--- src/rtl/aopc_pkg.sv ---
// Purpose: Shared constants for the audio output path control block
// Assumes: APB register slave, 25 MHz sys_clk
// Notes:   Printed offsets are register indexes; byte address is index times four
package aopc_pkg;
  localparam int          CLK_MHZ          = 25;
  localparam int          ADDR_W           = 10;
  localparam logic [7:0] IDX_HP_MIX_L     = 8'h29;
  localparam logic [7:0] IDX_HP_MIX_R     = 8'h2a;
  localparam logic [7:0] IDX_HP_SEL_GAIN  = 8'h2b;
  localparam logic [7:0] IDX_SPK_MIX_L    = 8'h2e;
  localparam logic [7:0] IDX_SPK_MIX_R    = 8'h2f;
  localparam logic [7:0] IDX_SPK_GAIN     = 8'h30;
  localparam logic [7:0] IDX_SPK_VOL_L    = 8'h31;
  localparam logic [7:0] IDX_SPK_VOL_R    = 8'h32;
  localparam logic [7:0] IDX_LINE_MIX_L   = 8'h37;
  localparam logic [7:0] IDX_LINE_GAIN_L  = 8'h38;
  localparam logic [7:0] IDX_LINE_VOL_L   = 8'h39;
  localparam logic [7:0] IDX_LINE_MIX_R   = 8'h3a;
  localparam logic [7:0] IDX_LINE_GAIN_R  = 8'h3b;
  localparam logic [7:0] IDX_LINE_VOL_R   = 8'h3c;
  localparam logic [7:0] MASK_SRC         = 8'h3f;
  localparam logic [7:0] MASK_SRC_MODE    = 8'h7f;
  localparam logic [7:0] MASK_LINE_MODE   = 8'hbf;
  localparam logic [7:0] MASK_GAIN1       = 8'h03;
  localparam logic [7:0] MASK_GAIN2       = 8'h0f;
  localparam logic [7:0] MASK_HP_SEL_GAIN = 8'h3f;
  localparam logic [7:0] MASK_LINE_VOL    = 8'h9f;
  localparam logic [7:0] MASK_SPK_VOL     = 8'hbf;
  localparam logic [7:0] RST_ZERO         = 8'h00;
  localparam logic [7:0] RST_LINE_VOL     = 8'h15;
  localparam logic [7:0] RST_SPK_VOL      = 8'h2c;
  localparam int          BIT_MODE         = 7;
  localparam int          BIT_FOLLOW       = 6;
  localparam int          BIT_MUTE         = 7;
  localparam int          BIT_HP_SEL_R     = 5;
  localparam int          BIT_HP_SEL_L     = 4;
  localparam int          TRIP_MAX_NS      = 1000;
  localparam int          RETRY_US         = 50;
  localparam int          RETRY_CYC        = RETRY_US * CLK_MHZ;
  localparam int          SYNC_LAT_CYC     = 3;
  localparam int          TRIP_MAX_CYC     = (TRIP_MAX_NS * CLK_MHZ) / 1000;
  // Attenuation in tenths of a dB for each two-bit gain code
  localparam logic [7:0] ATT_00 = 8'h00;
  localparam logic [7:0] ATT_01 = 8'h3c;
  localparam logic [7:0] ATT_10 = 8'h5f;
  localparam logic [7:0] ATT_11 = 8'h78;
endpackage

--- src/rtl/aopc_gain_dec.sv ---
// Purpose: Two-bit mixer gain code to attenuation in tenths of a dB
// Assumes: Code comes from a register field, through the bridged-mode select for the right line path
// Notes:   Pure combinational
`timescale 1ns/10ps
module aopc_gain_dec
  import aopc_pkg::*;
(
  input  wire logic [1:0] code,
  output logic      [7:0] attTenthDb
);
  always_comb begin
    case (code)
      2'h0:    attTenthDb = ATT_00;
      2'h1:    attTenthDb = ATT_01;
      2'h2:    attTenthDb = ATT_10;
      default: attTenthDb = ATT_11;
    endcase
  end
endmodule

--- src/rtl/aopc_spk_guard.sv ---
// Purpose: Thermal short-circuit shutdown and timed retry for one speaker
// Assumes: Fault input is asynchronous to sys_clk
// Notes:   Output enable drops combinationally once the fault is qualified
`timescale 1ns/10ps
module aopc_spk_guard
  import aopc_pkg::*;
#(
  parameter int RETRY_CYCLES = RETRY_CYC
)(
  input  wire logic sys_clk,
  input  wire logic rst_n,
  input  wire logic enableReq,
  input  wire logic thermFault,
  output logic      spkEnable,
  output logic      shutActive
);
  typedef enum logic [0:0] {ST_RUN, ST_HOLD} aopc_guard_e;
  initial begin
    if (RETRY_CYCLES < 2) $error("RETRY_CYCLES too small");
    if (SYNC_LAT_CYC >= TRIP_MAX_CYC) $error("Fault path slower than trip limit");
  end
  logic [2:0]  syncReg;
  logic        faultReg;
  aopc_guard_e stateReg;
  logic [$clog2(RETRY_CYCLES+1)-1:0] cntReg;
  always_ff @(posedge sys_clk or negedge rst_n) begin
    if (!rst_n) begin
      syncReg <= 3'h0;
    end else begin
      syncReg <= {syncReg[1:0], thermFault};
    end
  end
  // Level accepted only once stages two and three agree
  always_ff @(posedge sys_clk or negedge rst_n) begin
    if (!rst_n) begin
      faultReg <= 1'b0;
    end else if (syncReg[1] == syncReg[2]) begin
      faultReg <= syncReg[2];
    end
  end
  always_ff @(posedge sys_clk or negedge rst_n) begin
    if (!rst_n) begin
      stateReg <= ST_RUN;
      cntReg   <= '0;
    end else begin
      case (stateReg)
        ST_RUN: begin
          if (faultReg) begin
            stateReg <= ST_HOLD;
            cntReg   <= '0;
          end
        end
        default: begin
          if (cntReg == ($bits(cntReg))'(RETRY_CYCLES - 1)) begin
            stateReg <= ST_RUN;
          end else begin
            cntReg <= cntReg + 1'b1;
          end
        end
      endcase
    end
  end
  // Retry re-enables; a lingering fault trips again next cycle
  assign spkEnable  = enableReq && (stateReg == ST_RUN) && !faultReg;
  assign shutActive = (stateReg == ST_HOLD);
endmodule

--- src/rtl/aopc_top.sv ---
// Purpose: Register bank steering the analog output paths of the codec
// Assumes: APB slave, byte address is four times the register index
// Notes:   Unmapped addresses read zero and answer with pslverr
//
// The APB slave port was left to the implementer.
`timescale 1ns/10ps
module aopc_top
  import aopc_pkg::*;
#(
  parameter int RETRY_CYCLES = RETRY_CYC
)(
  input  wire logic              sys_clk,
  input  wire logic              rst_n,
  input  wire logic [ADDR_W-1:0] paddr,
  input  wire logic              psel,
  input  wire logic              penable,
  input  wire logic              pwrite,
  input  wire logic [31:0]       pwdata,
  input  wire logic [3:0]        pstrb,
  output logic      [31:0]       prdata,
  output logic                   pready,
  output logic                   pslverr,
  input  wire logic              spkLeftEnableReq,
  input  wire logic              spkRightEnableReq,
  input  wire logic              thermFaultLeft,
  input  wire logic              thermFaultRight,
  output logic                   lineBridged,
  output logic      [5:0]        lineLeftSources,
  output logic      [5:0]        lineRightSources,
  output logic      [7:0]        lineLeftAtt,
  output logic      [7:0]        lineRightAtt,
  output logic      [4:0]        lineLeftVolCode,
  output logic      [4:0]        lineRightVolCode,
  output logic                   lineLeftMute,
  output logic                   lineRightMute,
  output logic      [5:0]        spkLeftSources,
  output logic      [5:0]        spkRightSources,
  output logic      [7:0]        spkLeftAtt,
  output logic      [7:0]        spkRightAtt,
  output logic      [5:0]        spkLeftVolCode,
  output logic      [5:0]        spkRightVolCode,
  output logic                   spkLeftMute,
  output logic                   spkRightMute,
  output logic                   spkLeftEnable,
  output logic                   spkRightEnable,
  output logic                   spkRightClockFromLeft,
  output logic                   spkLeftShutdown,
  output logic                   spkRightShutdown,
  output logic      [5:0]        hpLeftSources,
  output logic      [5:0]        hpRightSources,
  output logic      [7:0]        hpLeftAtt,
  output logic      [7:0]        hpRightAtt,
  output logic                   hpLeftFromMixer,
  output logic                   hpRightFromMixer
);
  localparam int NREG = 14;
  // Index of each entry, in field-view order
  localparam logic [7:0] REG_IDX [NREG] = '{
    IDX_HP_MIX_L,
    IDX_HP_MIX_R,
    IDX_HP_SEL_GAIN,
    IDX_SPK_MIX_L,
    IDX_SPK_MIX_R,
    IDX_SPK_GAIN,
    IDX_SPK_VOL_L,
    IDX_SPK_VOL_R,
    IDX_LINE_MIX_L,
    IDX_LINE_GAIN_L,
    IDX_LINE_VOL_L,
    IDX_LINE_MIX_R,
    IDX_LINE_GAIN_R,
    IDX_LINE_VOL_R
  };
  // Bit 6 of the right speaker mixer is the clock follow bit
  localparam logic [7:0] REG_MASK [NREG] = '{
    MASK_SRC,
    MASK_SRC,
    MASK_HP_SEL_GAIN,
    MASK_SRC,
    MASK_SRC_MODE,
    MASK_GAIN2,
    MASK_SPK_VOL,
    MASK_SPK_VOL,
    MASK_SRC,
    MASK_GAIN1,
    MASK_LINE_VOL,
    MASK_LINE_MODE,
    MASK_GAIN1,
    MASK_LINE_VOL
  };
  // Values loaded while rst_n is low
  localparam logic [7:0] REG_RST [NREG] = '{
    RST_ZERO,
    RST_ZERO,
    RST_ZERO,
    RST_ZERO,
    RST_ZERO,
    RST_ZERO,
    RST_SPK_VOL,
    RST_SPK_VOL,
    RST_ZERO,
    RST_ZERO,
    RST_LINE_VOL,
    RST_ZERO,
    RST_ZERO,
    RST_LINE_VOL
  };

  initial begin
    if (ADDR_W < 8) $error("ADDR_W too narrow for register map");
  end

  logic [7:0] regFile [NREG];
  logic [NREG-1:0] hitVec;
  logic       anyHit;
  logic       wordAligned;
  logic [7:0] regIndex;
  logic [7:0] readByte;
  logic       accessPhase;

  assign wordAligned = (paddr[1:0] == 2'h0);
  assign regIndex    = 8'(paddr[ADDR_W-1:2]);
  assign accessPhase = psel && penable;

  // One register per entry: address match, masked write, reset value
  genvar gi;
  generate
    for (gi = 0; gi < NREG; gi++) begin : g_reg
      assign hitVec[gi] = wordAligned && (regIndex == REG_IDX[gi]);
      always_ff @(posedge sys_clk or negedge rst_n) begin
        if (!rst_n) begin
          regFile[gi] <= REG_RST[gi];
        end else if (accessPhase && pwrite && hitVec[gi] && pstrb[0]) begin
          regFile[gi] <= pwdata[7:0] & REG_MASK[gi];
        end
      end
    end
  endgenerate

  assign anyHit = |hitVec;

  // Word decode; unaligned or unmapped words read zero
  always_comb begin
    if (!wordAligned) begin
      readByte = 8'h00;
    end else if (regIndex == IDX_HP_MIX_L) begin
      readByte = regFile[0];
    end else if (regIndex == IDX_HP_MIX_R) begin
      readByte = regFile[1];
    end else if (regIndex == IDX_HP_SEL_GAIN) begin
      readByte = regFile[2];
    end else if (regIndex == IDX_SPK_MIX_L) begin
      readByte = regFile[3];
    end else if (regIndex == IDX_SPK_MIX_R) begin
      readByte = regFile[4];
    end else if (regIndex == IDX_SPK_GAIN) begin
      readByte = regFile[5];
    end else if (regIndex == IDX_SPK_VOL_L) begin
      readByte = regFile[6];
    end else if (regIndex == IDX_SPK_VOL_R) begin
      readByte = regFile[7];
    end else if (regIndex == IDX_LINE_MIX_L) begin
      readByte = regFile[8];
    end else if (regIndex == IDX_LINE_GAIN_L) begin
      readByte = regFile[9];
    end else if (regIndex == IDX_LINE_VOL_L) begin
      readByte = regFile[10];
    end else if (regIndex == IDX_LINE_MIX_R) begin
      readByte = regFile[11];
    end else if (regIndex == IDX_LINE_GAIN_R) begin
      readByte = regFile[12];
    end else if (regIndex == IDX_LINE_VOL_R) begin
      readByte = regFile[13];
    end else begin
      readByte = 8'h00;
    end
  end

  // Zero wait states; ready is combinational so every access takes two cycles
  assign pready  = 1'b1;
  assign pslverr = accessPhase && !anyHit;

  always_ff @(posedge sys_clk or negedge rst_n) begin
    if (!rst_n) begin
      prdata <= 32'h0;
    end else if (psel && !penable && !pwrite) begin
      prdata <= {24'h0, readByte};
    end
  end

  // Field views
  logic [7:0] hpMixL;
  logic [7:0] hpMixR;
  logic [7:0] hpSelGain;

  logic [7:0] spkMixL;
  logic [7:0] spkMixR;
  logic [7:0] spkGain;
  logic [7:0] spkVolL;
  logic [7:0] spkVolR;

  logic [7:0] lineMixL;
  logic [7:0] lineGainL;
  logic [7:0] lineVolL;
  logic [7:0] lineMixR;
  logic [7:0] lineGainR;
  logic [7:0] lineVolR;

  assign hpMixL    = regFile[0];
  assign hpMixR    = regFile[1];
  assign hpSelGain = regFile[2];
  assign spkMixL   = regFile[3];
  assign spkMixR   = regFile[4];
  assign spkGain   = regFile[5];
  assign spkVolL   = regFile[6];
  assign spkVolR   = regFile[7];
  assign lineMixL  = regFile[8];
  assign lineGainL = regFile[9];
  assign lineVolL  = regFile[10];
  assign lineMixR  = regFile[11];
  assign lineGainR = regFile[12];
  assign lineVolR  = regFile[13];

  logic       bridged;
  logic [1:0] lineRightGainCode;
  logic [7:0] attLineL;
  logic [7:0] attLineR;
  logic [7:0] attSpkL;
  logic [7:0] attSpkR;
  logic [7:0] attHpL;
  logic [7:0] attHpR;
  logic       guardLeftOn;
  logic       guardRightOn;
  logic       guardLeftShut;
  logic       guardRightShut;

  assign bridged = !lineMixR[BIT_MODE];
  // Bridged mode drives both halves from the left mixer and gain
  assign lineRightGainCode = bridged ? lineGainL[1:0] : lineGainR[1:0];

  aopc_gain_dec u_att_line_l (
    .code       (lineGainL[1:0]),
    .attTenthDb (attLineL)
  );

  aopc_gain_dec u_att_line_r (
    .code       (lineRightGainCode),
    .attTenthDb (attLineR)
  );

  aopc_gain_dec u_att_spk_l (
    .code       (spkGain[1:0]),
    .attTenthDb (attSpkL)
  );

  aopc_gain_dec u_att_spk_r (
    .code       (spkGain[3:2]),
    .attTenthDb (attSpkR)
  );

  aopc_gain_dec u_att_hp_l (
    .code       (hpSelGain[1:0]),
    .attTenthDb (attHpL)
  );

  aopc_gain_dec u_att_hp_r (
    .code       (hpSelGain[3:2]),
    .attTenthDb (attHpR)
  );

  aopc_spk_guard #(
    .RETRY_CYCLES (RETRY_CYCLES)
  ) u_guard_l (
    .sys_clk    (sys_clk),
    .rst_n      (rst_n),
    .enableReq  (spkLeftEnableReq),
    .thermFault (thermFaultLeft),
    .spkEnable  (guardLeftOn),
    .shutActive (guardLeftShut)
  );

  aopc_spk_guard #(
    .RETRY_CYCLES (RETRY_CYCLES)
  ) u_guard_r (
    .sys_clk    (sys_clk),
    .rst_n      (rst_n),
    .enableReq  (spkRightEnableReq),
    .thermFault (thermFaultRight),
    .spkEnable  (guardRightOn),
    .shutActive (guardRightShut)
  );

  // Line path; volume code passes as is, the analog PGA maps it
  assign lineBridged      = bridged;
  assign lineLeftSources  = lineMixL[5:0];
  assign lineRightSources = bridged ? lineMixL[5:0] : lineMixR[5:0];
  assign lineLeftAtt      = attLineL;
  assign lineRightAtt     = attLineR;
  assign lineLeftVolCode  = lineVolL[4:0];
  assign lineRightVolCode = bridged ? lineVolL[4:0] : lineVolR[4:0];
  assign lineLeftMute     = lineVolL[BIT_MUTE];
  assign lineRightMute    = bridged ? lineVolL[BIT_MUTE] : lineVolR[BIT_MUTE];

  // Speaker path
  assign spkLeftSources   = spkMixL[5:0];
  assign spkRightSources  = spkMixR[5:0];
  assign spkLeftAtt       = attSpkL;
  assign spkRightAtt      = attSpkR;
  assign spkLeftVolCode   = spkVolL[5:0];
  assign spkRightVolCode  = spkVolR[5:0];
  assign spkLeftMute      = spkVolL[BIT_MUTE];
  assign spkRightMute     = spkVolR[BIT_MUTE];
  assign spkLeftEnable    = guardLeftOn;
  assign spkRightEnable   = guardRightOn;
  assign spkLeftShutdown  = guardLeftShut;
  assign spkRightShutdown = guardRightShut;
  // Following only makes sense while both switching stages run
  assign spkRightClockFromLeft = spkMixR[BIT_FOLLOW] && guardLeftOn && guardRightOn;

  // Headphone path
  assign hpLeftSources    = hpMixL[5:0];
  assign hpRightSources   = hpMixR[5:0];
  assign hpLeftAtt        = attHpL;
  assign hpRightAtt       = attHpR;
  assign hpLeftFromMixer  = hpSelGain[BIT_HP_SEL_L];
  assign hpRightFromMixer = hpSelGain[BIT_HP_SEL_R];
endmodule

--- config.mk ---
export PLATFORM = sky130hd
export DESIGN_NAME = aopc_top
export DESIGN_NICKNAME = d
export VERILOG_FILES = /design/src/rtl/aopc_pkg.sv /design/src/rtl/aopc_gain_dec.sv /design/src/rtl/aopc_spk_guard.sv /design/src/rtl/aopc_top.sv
export SDC_FILE = /design/constraint.sdc
export NUM_CORES = 1
export LEC_CHECK = 0
export ABC_AREA = 1
export ABC_CLOCK_PERIOD_IN_PS = 3600
export BUFFER_PORTS_ARGS = -buffer_cell sky130_fd_sc_hd__buf_2
export CAP_MARGIN = 10
export CORE_ASPECT_RATIO = 0.6
export CORE_UTILIZATION = 45
export DETAILED_ROUTE_END_ITERATION = 7
export GPL_TIMING_DRIVEN = 0
export PLACE_DENSITY = 0.81
export SLEW_MARGIN = 0
export SYNTH_ARGS = -nofsm -noshare
export SYNTH_HDL_FRONTEND = slang
export SYNTH_SLANG_ARGS = --single-unit
export TNS_END_PERCENT = 1
--- constraint.sdc ---
create_clock -name sys_clk -period 3.6 [get_ports sys_clk]
set_input_delay 0 -clock sys_clk [delete_from_list [all_inputs] [get_ports sys_clk]]
set_output_delay 0 -clock sys_clk [all_outputs]
set_load 0.1 [all_outputs]
## Word level (Yosys, flattened, before mapping)

Index checks and enable logic that the tools add are counted.

| operators by class | value |
|---|---|
| eq/ne operators | 32 |
| bitwise operators | 2 |
| $add $sub $neg | 2 |
| mux-type cells | 37 |
| reduce and logical (&&, ||, !) cells | 71 |

Operator list:

| cell | count |
|---|---|
| 7-bit case mux with 3 select lines | 6 |
| 8-bit two-way mux | 15 |
| 8-bit by 6-bit equality test with 1-bit output, second input constant | 14 |
| 11-bit two-way mux | 6 |
| 1-bit logical AND | 53 |
| 11-bit by 1-bit adder with 11-bit output, second input constant | 2 |
| 11-bit equality test, second input constant | 2 |
| 2-bit logical NOT | 7 |
| 14-bit OR reduction | 1 |
| 2-bit by 1-bit equality test with 1-bit output, second input constant | 6 |
| 2-bit equality test, second input constant | 6 |
| 1-bit two-way mux | 7 |
| 1-bit logical NOT | 6 |
| 6-bit two-way mux | 1 |
| 5-bit two-way mux | 1 |
| 2-bit inequality test, second input constant | 2 |
| 2-bit AND reduction | 2 |
| 2-bit nonzero test | 2 |
| 1-bit equality test | 2 |
| 2-bit two-way mux | 1 |
| 1-bit inverter | 2 |

| word-level totals | value |
|---|---|
| output and inout port bits | 152 |
| bits of input ports | 55 |
| register bits | 118 |
| logic and storage cells | 167 |

## Depth between registers and ports, before layout

Gate-level depths: netlist (run 1).

| depth | value |
|---|---|
| word-level depth | 16 |
| depth in mapped cells | 16 |
| depth with buffers taken out | 15 |

## By module

From an unflattened synthesis (run 1), not the netlist that was laid out.

| second synthesis, totals | value |
|---|---|
| cell total of the unflattened synthesis | 921 |
| area, all modules | 6988.0 um^2 |

Modules (own cells, without submodules):

| module | times used | cells each | area each (um^2) |
|---|---|---|---|
| aopc_top | 1 | 607 | 4623.2 |
| aopc_spk_guard (u_guard_r) | 1 | 112 | 872.1 |
| aopc_spk_guard (u_guard_l) | 1 | 106 | 854.6 |
| aopc_gain_dec | 6 | 16 | 106.4 |

## Worst setup path after synthesis (run 1)

Ideal clock, no wire load.

| timing | value |
|---|---|
| path kind | register to output |
| start point | reg regFile, in the netlist lineMixR[7] |
| end point | out lineRightMute |
| buffers on the path | 1 |
| stages on the path, launching flop included | 4 |
| arrival time | 3.424 ns |
| required time | 3.600 ns |
| setup slack | 0.176 ns |
| cell sequence | dfrtp_1 -> inv_1 -> clkbuf_1 -> o21ai_0 |

| between the ends | value |
|---|---|
| word-level cells in the longest chain between the ends | 1 |

Ends and longest elaborated chain:

| item | RTL line | RTL |
|---|---|---|
| from (decl) | aopc_top.sv:113 | `logic [7:0] regFile [NREG];` |
| from (signal, indexed assignment) | aopc_top.sv:132 | `regFile[gi] <= REG_RST[gi];` |
| from (signal, indexed assignment) | aopc_top.sv:134 | `regFile[gi] <= pwdata[7:0] & REG_MASK[gi];` |
| 1-bit two-way mux | aopc_top.sv:302 | `assign lineRightMute = bridged ? lineVolL[BIT_MUTE] : lineVolR[BIT_MUTE];` |
| to (decl) | aopc_top.sv:35 | `output logic lineRightMute,` |

No other way between the ends.

## Worst setup path after layout (run 1)

| timing | value |
|---|---|
| start point | reg regFile, in the netlist lineMixR[7] |
| end point | out lineRightAtt[2] |

| between the ends | value |
|---|---|
| word-level cells in the longest chain between the ends | 3 |
| elaborated cells between the ends (all ways) | 5 |
| those cells by class | eq/ne: 2; mux: 2; reduce/logical: 1 |

Ends and longest elaborated chain:

| item | RTL line | RTL |
|---|---|---|
| 2-bit two-way mux (*) | aopc_top.sv:239 | `assign lineRightGainCode = bridged ? lineGainL[1:0] : lineGainR[1:0];` |
| 2-bit equality test, or another cell as far along | aopc_gain_dec.sv:12 | `case (code)` |
| 7-bit case mux with 3 select lines (*) | aopc_gain_dec.sv:12 |  |
| to (decl) | aopc_top.sv:31 | `output logic [7:0] lineRightAtt,` |

Mark *: on every way between the ends. The rest lies on a longest branch, timed or not.

==> qor.yml, run 1 <==
io_pins: 207
cts_tree: "yes"
row_count: 34
hold_viol: 0
cts_hold_buffers: 13
synth_area_leaders: "dfrtp_1, nand2_1, o21ai_0"
place_ws_ns: 1.57
max_freq_mhz: 393
ys.flop_type: "dfrtp_1"
cp_max_fo: 8
synth_cell_types: 45
yosys-top-cells-count: "nand2_1, dfrtp_1, o21ai_0"
drv_cap: 0
grt.overflow.total: 0
worst_setup_path_end_kind: "output pin"
p_leak_nw: 4.62
yosys_warnings: 0
ys_async_sr_fraction_pct: 100
path_class: "reg2out"
start_util_pct: 46.0
dr.pass1.iters: 6
grt_pass1_vias: 5350
grt_pass1_wl_um: 28400
drc: 0
crit_path_start_kind: "flop"
htreeDepth: 4
clk_pin_slew_ns: 0.06
tns_ns: 0
clock_latency_ns: 0.42
cts-root-buf: "clkbuf_16"
slew-limit-headroom_pct: 55.1
min_delay_worst_endpoint: "spkMixR[5]$_DFFE_PN0P_"
grt_start_max_net_pins: 84
nNetsFinal: 1079
hold_class: "in2reg"
min_from: "pwdata[5]"
ir_worst_vdd_mv: 0.292
detail-route-antenna-nets: 0
die-area_um2: 15300
design.core.area_um2: 14500
arrival_ns: 2.55
outcome: "finished clean"
reg2reg_to: "prdata[7]$_DFFE_PN0P_"
post_cts_resized: 0
r2r_cells: 7
drv_slew: 0
wl_per_cell_um: 15.3
rsz0062_at_grt: "no"
num_antenna_cells: 0
layout-drive-gt1-share_pct: 32.7
setup_slack_ns: 1.05
tightest_slew_ns: 0.674
hpwl_um: 13900
die_w_um: 159
vias: 6042
synth_top_area_share_pct: 39.8
setup_viol: 0
ys_ff_latch: 118
synth_edf_count: 0
fin_skew_ns: 0.0125
grt.total_usage_pct: 24.4
synthCells: 788
reg2reg_slack_ns: 1.53
clock_path_buffers: 2
port_buffers: 148
syn_to_final_growth_pct: 28.3
cts_buffers: 17
synth_top_cell_by_area: "dfrtp_1"
r2r_start: "lineMixR[7]$_DFFE_PN0P_"
synth_area_um2: 6660
drt_iter0_drc: 452
finalWeightedCongestion: 0.928
die_h_um: 96.2
cellPowerDensity_nw_per_um2: 458
post_synth.cell_area_avg_um2: 8.45
total_power_mw: 3.91
cts_setup_buffers: 0
antenna_found_initial: 0
post-route-period-util_pct: 70.7
worst_ep_required_time_ns: 3.60
min_path_cells: 3
postRouteWirelength_um: 18500
min_period_ns: 2.55
vias_per_cell: 5.00
cts.sink_count: 118
synth_seq_area_share_pct: 44.6
yosysMostFrequentCell: "nand2_1"
[worst max-delay path by stage]
stage / start / to / cells past startpoint
after global routing: lineMixR[7]$_DFFE_PN0P_ / lineRightAtt[2] / 7
after detailed placement: lineMixR[7]$_DFFE_PN0P_ / lineRightAtt[2] / 7
after global placement: rst_n / lineVolL[3]$_DFFE_PN0P_ / 1
after floorplan: lineMixR[7]$_DFFE_PN0P_ / lineRightMute / 3
final: lineMixR[7]$_DFFE_PN0P_ / lineRightAtt[2] / 7
after CTS: lineMixR[7]$_DFFE_PN0P_ / lineRightAtt[2] / 7
[kinds of logic after synthesis]
family,count (synthesis),share of synthesized area [%]
simple gates,313,23.3
buf+inv,165,12.6
compound gates,154,13.0
flops,118,44.6
fa+ha+maj,28,5.19
xor+xnor,5,0.658
mux,3,0.526
other cells,2,0.113
[worst max-delay path, cell delays in order, from the launching register on]
cell	delay, ns
dfrtp_1	0.52
inv_1	0.23
or2_2	0.32
o21ai_0	0.21
inv_1	0.10
ha_1	0.29
inv_1	0.05
buf_2	0.41
[routing by layer]
| metal | vias up | track usage [%] | part of all wire (%) |
|---|---|---|---|
| met5 | - | 0 | 0 |
| met4 | 0 | 6.73 | 0.95 |
| met3 | 18 | 5.17 | 8.0 |
| met2 | 260 | 36.4 | 43 |
| met1 | 2857 | 35.7 | 48 |
| li1 | 2907 | - | - |
[power breakdown]
part / internal (mW) / switching (mW)
combinational: 0.171 / 0.476
sequential: 1.41 / 0.0803
clock: 1.13 / 0.641
total: 2.72 / 1.20
[placed cells by master, fill, tap and decap left out, types with 4 or more instances in the layout]
| cell type | netlist | layout |
|---|---|---|
| a21oi_1 | 24 | 24 |
| nand2_4 | 7 | 7 |
| ha_1 | 26 | 26 |
| o22ai_1 | 4 | 4 |
| nor2_4 | 5 | 5 |
| nor2_8 | 4 | 4 |
| nand4_1 | 11 | 11 |
| dfrtp_1 | 106 | 106 |
| nor2_1 | 24 | 24 |
| nor4_1 | 6 | 6 |
| clkinvlp_4 | 0 | 4 |
| o21ai_2 | 12 | 12 |
| dfstp_2 | 12 | 12 |
| nand2_1 | 185 | 185 |
| nand3_1 | 25 | 25 |
| or2_2 | 14 | 14 |
| buf_4 | 51 | 51 |
| nor3_1 | 12 | 12 |
| conb_1 | 2 | 31 |
| inv_2 | 10 | 10 |
| buf_2 | 8 | 155 |
| clkbuf_16 | 0 | 17 |
| clkbuf_1 | 8 | 8 |
| o21ai_0 | 95 | 95 |
| inv_1 | 84 | 84 |
| nand2_2 | 10 | 10 |
| o21ai_1 | 7 | 7 |
| dlygate4sd3_1 | 0 | 13 |
[stage by stage]
step	hold slack [ns]	area (um2)	cells	utilization, %
5_1_grt	0.0388	8540	1209	59.1
6_report	0.0213	8540	1209	59.1
4_1_cts	0.0195	8540	1209	59.1
2_1_floorplan	-0.296	6770	817	-
3_5_place_dp	-0.0795	7790	1164	53.8
3_3_place_gp	0.112	7750	1163	53.6
[sequential cells by signal (all words and copies together), names as in the netlist, 2 cells and up]
| register | flops |
|---|---|
| spkMixR | 7 |
| hpMixL | 6 |
| spkMixL | 6 |
| spkVolR | 7 |
| u_guard_r.syncReg | 3 |
| u_guard_l.cntReg | 11 |
| hpSelGain | 6 |
| lineVolL | 6 |
| lineGainL | 2 |
| lineGainR | 2 |
| spkVolL | 7 |
| lineMixR | 7 |
| lineVolR | 6 |
| lineMixL | 6 |
| u_guard_r.cntReg | 11 |
| prdata | 8 |
| spkGain | 4 |
| hpMixR | 6 |
| u_guard_l.syncReg | 3 |
[cell type report]
| cell class | instances | area [um2] |
|---|---|---|
| Inverter | 96 | 362 |
| Tap cell | 198 | 248 |
| Timing Repair Buffer | 162 | 905 |
| Buffer | 69 | 479 |
| Multi-Input combinational cell | 534 | 2960 |
| Clock buffer | 19 | 453 |
| Fill cell | 1269 | 5920 |
| Clock inverter | 13 | 171 |
| Sequential cell | 118 | 2970 |
(Power assumes the default switching activity.)
==> run 2, diff against run 1 <==
--- a/config.mk
+++ b/config.mk
@@ -6,7 +6,7 @@
 export NUM_CORES = 1
 export LEC_CHECK = 0
 export ABC_AREA = 1
-export ABC_CLOCK_PERIOD_IN_PS = 3600
+export ABC_CLOCK_PERIOD_IN_PS = 2500
 export BUFFER_PORTS_ARGS = -buffer_cell sky130_fd_sc_hd__buf_2
 export CAP_MARGIN = 10
 export CORE_ASPECT_RATIO = 0.6
==> constraint.sdc (replaced) <==
create_clock -name sys_clk -period 2.5 [get_ports sys_clk]
set_input_delay 0 -clock sys_clk [delete_from_list [all_inputs] [get_ports sys_clk]]
set_output_delay 0 -clock sys_clk [all_outputs]
set_load 0.1 [all_outputs]
==> run 2 against run 1 <==
  * Clock power is 28% higher
  * Register-to-register slack lost 0.99 ns
  * Clock skew shrank 0.0043 ns
  * Final cell count unchanged
  * Via count down 0.86%
  * Routed wire length down 0.85%
  * Die area is the same
  * Global-route usage is 0.27 points higher
  * Sequential share of layout area rose by 0.28 points
  * Critical path depth stayed put
==> qor.yml, run 2 (synthesis results as in run 1) <==
cts_tree: "yes"
hold_class: "in2async"
seqPwrFrac_pct: 40.3  # +2.1 points
cts.sink_count: 118  # unchanged
ir_worst_vdd_mv: 0.348  # +19%
grt_start_max_net_pins: 93  # +11%
die_h_um: 96.2  # unchanged
post-route-period-util_pct: 92.3
drv_slew: 0  # unchanged
slew-limit-headroom_pct: 49.6  # -5.4 points
design.core.area_um2: 14500  # unchanged
crit_path_start_kind: "flop"
layout-drive-gt1-share_pct: 32.8  # +0.099 points
start_util_pct: 46.0  # unchanged
postRouteWirelength_um: 18300  # -0.85%
internal_power_mw: 3.60  # +33%
syn_to_final_growth_pct: 27.3
cts_setup_buffers: 0  # unchanged
max_freq_mhz: 433
clock_path_buffers: 2  # unchanged
clkPwrFrac_pct: 42.3  # -3.0 points
largestRegisters: "u_guard_l.cntReg x11, u_guard_r.cntReg x11, prdata x8"
detail-route-antenna-nets: 0  # unchanged
htreeDepth: 4  # unchanged
io_pins: 207  # unchanged
die-area_um2: 15300  # unchanged
grt.overflow.total: 0  # unchanged
layout_common_cells: "nand2_1, buf_2, dfrtp_1"
hpwl_um: 13800  # -0.99%
min_period_ns: 2.31
drv_cap: 0  # unchanged
arrival_ns: 2.31  # -0.24 ns
cellPowerDensity_nw_per_um2: 630  # +37%
setup_slack_ns: 0.193  # -0.860 ns
cts-root-buf: "clkbuf_16"
cp_max_fo: 8  # unchanged
antenna_found_initial: 0  # unchanged
path_class: "reg2out"
fin_skew_ns: 0.00813  # -0.00434 ns
nNetsFinal: 1079  # unchanged
final_cell_area_um2: 8480  # -0.76%
power_switching_mw: 1.73  # +45%
clk_pin_slew_ns: 0.06  # about the same
grt_pass1_wl_um: 28700  # +1.3%
vias_per_cell: 4.95  # -0.86%
setup_viol: 0  # unchanged
worst_ep_required_time_ns: 2.50  # -1.10 ns
hold_viol: 0  # unchanged
power.share.switching_pct: 32.5  # +1.9 points
drt_iter0_drc: 430  # -4.9%
place_area_um2: 7790  # unchanged
port_buffers: 148  # unchanged
num_antenna_cells: 0  # unchanged
p_leak_nw: 4.58  # -0.85%
outcome: "finished clean"
final_common_cell: "nand2_1"
wl_per_cell_um: 15.2  # -0.85%
finalWeightedCongestion: 0.899  # -3.1%
p_comb_share_pct: 17.4  # +0.9 points
grt.total_usage_pct: 24.7  # +0.27 points
grt_pass1_vias: 5285  # -1.2%
tightest_slew_ns: 0.756  # +0.0815 ns
drc: 0  # unchanged
die_w_um: 159  # unchanged
clock_latency_ns: 0.41  # about the same
vias: 5990  # -0.86%
worst_setup_path_end_kind: "output pin"
dr.pass1.iters: 5  # -1
place_ws_ns: 0.438  # -1.13 ns
row_count: 34  # unchanged
rsz0062_at_grt: "no"
cts_buffers: 17  # unchanged
## run 2: cell count changes in the layout (fill, tap and decap cells not counted), sizes merged
cell and delta:
clkbuf +1, clkinv +2, buf -1, clkinvlp +1, bufinv -3
## run 2: area by class of cell
class	count	area, um2
Fill cell	1306	5990
Sequential cell	118	2970
Multi-Input combinational cell	534	2960
Timing Repair Buffer	162	910
Buffer	69	479
Clock buffer	19	453
Inverter	96	362
Tap cell	198	248
Clock inverter	13	100
## run 2: layer usage
layer / track usage (%) / vias to the layer above / part of all wire, %
met5: 0 / - / 0
met2: 35.2 / 273 / 41
met4: 6.41 / 0 / 0.76
met1: 37.2 / 2795 / 49
met3: 5.60 / 19 / 8.5
li1: - / 2903 / -
## run 2: worst max-delay path: stages, from the launching register on
cell     delay, ns
dfrtp_2       0.47
inv_1         0.24
or2_2         0.16
o21ai_0       0.19
ha_1          0.27
inv_1         0.06
buf_4         0.10
buf_2         0.41
## run 2: what timing repair did
| item | 4_1_cts | 5_1_grt |
|---|---|---|
| endpoints found under the setup margin | 1 | 3 |
| endpoints found under the hold margin | 135 | 0 |
| hold buffers | 13 | 0 |
| gates resized for setup | 1 | 2 |
| pin swaps | 0 | 0 |
## run 2: worst paths after layout
| kind | from | to | slack, ns | depth (start not counted) |
|---|---|---|---|---|
| worst min-delay path | rst_n | hpSelGain[4]$_DFFE_PN0P_ | 0.01 | 2 |
| worst max-delay path | lineMixR[7]$_DFFE_PN0P_ | lineRightAtt[4] | 0.19 | 7 |
| max in group asynchronous | rst_n | spkVolR[5]$_DFFE_PN1P_ | 1.71 | 3 |
| min in group sys_clk | pwdata[5] | spkMixR[5]$_DFFE_PN0P_ | 0.02 | 3 |
| worst min register to register | u_guard_r.syncReg[0]$_DFF_PN0_ | u_guard_r.syncReg[1]$_DFF_PN0_ | 0.35 | 0 |
| worst max register to register | lineMixR[7]$_DFFE_PN0P_ | prdata[7]$_DFFE_PN0P_ | 0.54 | 7 |
## run 2: power groups by stage
stage	Sequential, mW	Combinational (mW)	Clock, mW
floorplan	2.20	0.674	0
global placement	2.17	0.886	0
detailed placement	2.18	0.920	0
CTS	2.15	0.936	2.28
global route	2.17	1.03	2.37
finish	2.15	0.930	2.26
## run 2: through the flow
stage | power [mW] | util (%) | instances | hold slack [ns] | setup TNS, ns
2_1_floorplan | 2.88 | - | 817 | -0.296 | -4.75
3_3_place_gp | 3.06 | 53.6 | 1163 | 0.113 | -2.90
3_5_place_dp | 3.10 | 53.8 | 1164 | -0.119 | 0
4_1_cts | 5.36 | 58.6 | 1209 | 0.0110 | 0
5_1_grt | 5.57 | 58.6 | 1209 | 0.0266 | 0
6_report | 5.34 | 58.6 | 1209 | 0.0107 | 0
==> run 3, diff against run 2 <==
--- a/config.mk
+++ b/config.mk
@@ -6,13 +6,14 @@
 export NUM_CORES = 1
 export LEC_CHECK = 0
 export ABC_AREA = 1
-export ABC_CLOCK_PERIOD_IN_PS = 2500
+export ABC_CLOCK_PERIOD_IN_PS = 2680
 export BUFFER_PORTS_ARGS = -buffer_cell sky130_fd_sc_hd__buf_2
 export CAP_MARGIN = 10
 export CORE_ASPECT_RATIO = 0.6
 export CORE_UTILIZATION = 45
 export DETAILED_ROUTE_END_ITERATION = 7
 export GPL_TIMING_DRIVEN = 0
+export MAX_ROUTING_LAYER = met4
 export PLACE_DENSITY = 0.81
 export SLEW_MARGIN = 0
 export SYNTH_ARGS = -nofsm -noshare
==> constraint.sdc (replaced) <==
create_clock -name sys_clk -period 2.68 [get_ports sys_clk]
set_input_delay 0 -clock sys_clk [delete_from_list [all_inputs] [get_ports sys_clk]]
set_output_delay 0 -clock sys_clk [all_outputs]
set_load 0.1 [all_outputs]
==> run 3 against run 2 <==
  * Core utilization rose by 0.42 points
  * Cell area is 0.71% higher
  * Clock skew rose by 0.0014 ns
  * Global-route usage rose by 1.4 points
  * Combinational power shrank 6.1%
  * Critical path depth stayed put
  * First-iteration DRC count decreased by 7.0%
  * Critical path type unchanged
==> qor.yml, run 3 (synthesis results as in run 1) <==
outcome: "finished clean"
post-route-period-util_pct: 93.5
dr.pass1.iters: 5  # unchanged
slew-limit-headroom_pct: 53.9  # +4.3 points
drv_slew: 0  # unchanged
cts-root-buf: "clkbuf_16"
clk_pin_slew_ns: 0.05  # about the same
syn_to_final_growth_pct: 28.3
place_area_um2: 7790  # unchanged
ir_worst_vdd_mv: 0.363  # +4.2%
vias: 6103  # +1.9%
clock_latency_ns: 0.42  # about the same
nNetsFinal: 1079  # unchanged
final_cell_area_um2: 8540  # +0.71%
die_w_um: 159  # unchanged
post_cts_resized: 0  # -1
tns_ns: 0  # unchanged
min_period_ns: 2.51
largestRegisters: "u_guard_l.cntReg x11, u_guard_r.cntReg x11, prdata x8"
grt_start_max_net_pins: 77  # -17%
postRouteWirelength_um: 18700  # +1.9%
layout_common_cells: "nand2_1, buf_2, dfrtp_1"
finalWeightedCongestion: 0.965  # +7.3%
cts_hold_buffers: 13  # unchanged
placedCellCount: 1164  # unchanged
crit_path_start_kind: "flop"
cp_max_fo: 8  # unchanged
worst_setup_path_end_kind: "output pin"
antenna_found_initial: 0  # unchanged
setup_viol: 0  # unchanged
die_h_um: 96.2  # unchanged
cts.sink_count: 118  # unchanged
worst_ep_required_time_ns: 2.68  # +0.18 ns
postLayoutCoreUtil_pct: 59.0  # +0.42 points
tightest_slew_ns: 0.691  # -0.0642 ns
cts_buffers: 17  # unchanged
hold_class: "in2reg"
vias_per_cell: 5.05  # +1.9%
cts_tree: "yes"
wl_per_cell_um: 15.4  # +1.9%
htreeDepth: 4  # unchanged
arrival_ns: 2.51  # +0.20 ns
num_antenna_cells: 0  # unchanged
path_class: "reg2out"
design.core.area_um2: 14500  # unchanged
max_freq_mhz: 399
hold_viol: 0  # unchanged
final_common_cell: "nand2_1"
layout-drive-gt1-share_pct: 32.3  # -0.49 points
port_buffers: 148  # unchanged
grt.overflow.total: 0  # unchanged
die-area_um2: 15300  # unchanged
rsz0062_at_grt: "no"
clock_path_buffers: 2  # unchanged
row_count: 34  # unchanged
final_cells: 1209  # unchanged
p_leak_nw: 4.63  # +1.0%
drv_cap: 0  # unchanged
drt_iter0_drc: 400  # -7.0%
grt_pass1_vias: 5490  # +3.9%
grt_pass1_wl_um: 29400  # +2.5%
io_pins: 207  # unchanged
grt.total_usage_pct: 26.1  # +1.4 points
start_util_pct: 46.0  # unchanged
hpwl_um: 14000  # +1.3%
drc: 0  # unchanged
cts_setup_buffers: 0  # unchanged
detail-route-antenna-nets: 0  # unchanged
cellPowerDensity_nw_per_um2: 620  # -1.5%
fin_skew_ns: 0.00949  # +0.00136 ns
## run 3: per-stage QoR
| stage | setup slack (ns) | power (mW) | hold WS (ns) |
|---|---|---|---|
| CTS | 0.211 | 5.30 | 0.0111 |
| floorplan | -0.744 | 2.69 | -0.296 |
| global route | 0.0558 | 5.52 | 0.0320 |
| detailed placement | 0.651 | 2.89 | -0.0598 |
| finish | 0.174 | 5.29 | 0.00461 |
| global placement | 0.157 | 2.86 | 0.112 |
## run 3: power by group
part	leakage, nW	internal (mW)	switching, mW	total, mW
Combinational	2.77	0.231	0.641	0.873
Sequential	1.56	1.90	0.108	2.01
Clock	0.301	1.60	0.814	2.42
Total	4.63	3.73	1.56	5.29
## run 3: routing by layer
layer	part of all wire [%]	wire length (um)	vias to the layer above	global-route usage, %
li1	-	-	2903	-
met1	47	8860	2886	36.9
met2	43	7960	299	37.8
met3	9.1	1690	15	6.64
met4	0.87	163	0	5.13
met5	0	0	-	-
## run 3: critical path, cell delays in order (launching register included)
cell and delay (ns):
dfrtp_1 0.53, inv_1 0.23, or2_2 0.31, o21ai_0 0.19
inv_1 0.09, ha_1 0.28, inv_1 0.05, buf_2 0.41
## run 3: layout make-up
type | instances | area, um2
Clock buffer | 23 | 468
Sequential cell | 118 | 2970
Inverter | 96 | 362
Buffer | 69 | 479
Clock inverter | 9 | 151
Timing Repair Buffer | 162 | 905
Tap cell | 198 | 248
Fill cell | 1297 | 5930
Multi-Input combinational cell | 534 | 2960
## run 3: path summary, 6_finish.rpt
kind,cells past startpoint,slack [ns],start,endpoint
min in group asynchronous,2,0.07,rst_n,u_guard_r.cntReg[8]$_DFFE_PN0P_
min,3,0.005,pwdata[5],spkMixR[5]$_DFFE_PN0P_
max in group asynchronous,3,1.84,rst_n,spkVolR[2]$_DFFE_PN1P_
max,7,0.17,lineMixR[7]$_DFFE_PN0P_,lineRightAtt[2]
max reg2reg,7,0.60,lineMixR[7]$_DFFE_PN0P_,prdata[7]$_DFFE_PN0P_
min reg2reg,0,0.35,u_guard_l.syncReg[0]$_DFF_PN0_,u_guard_l.syncReg[1]$_DFF_PN0_
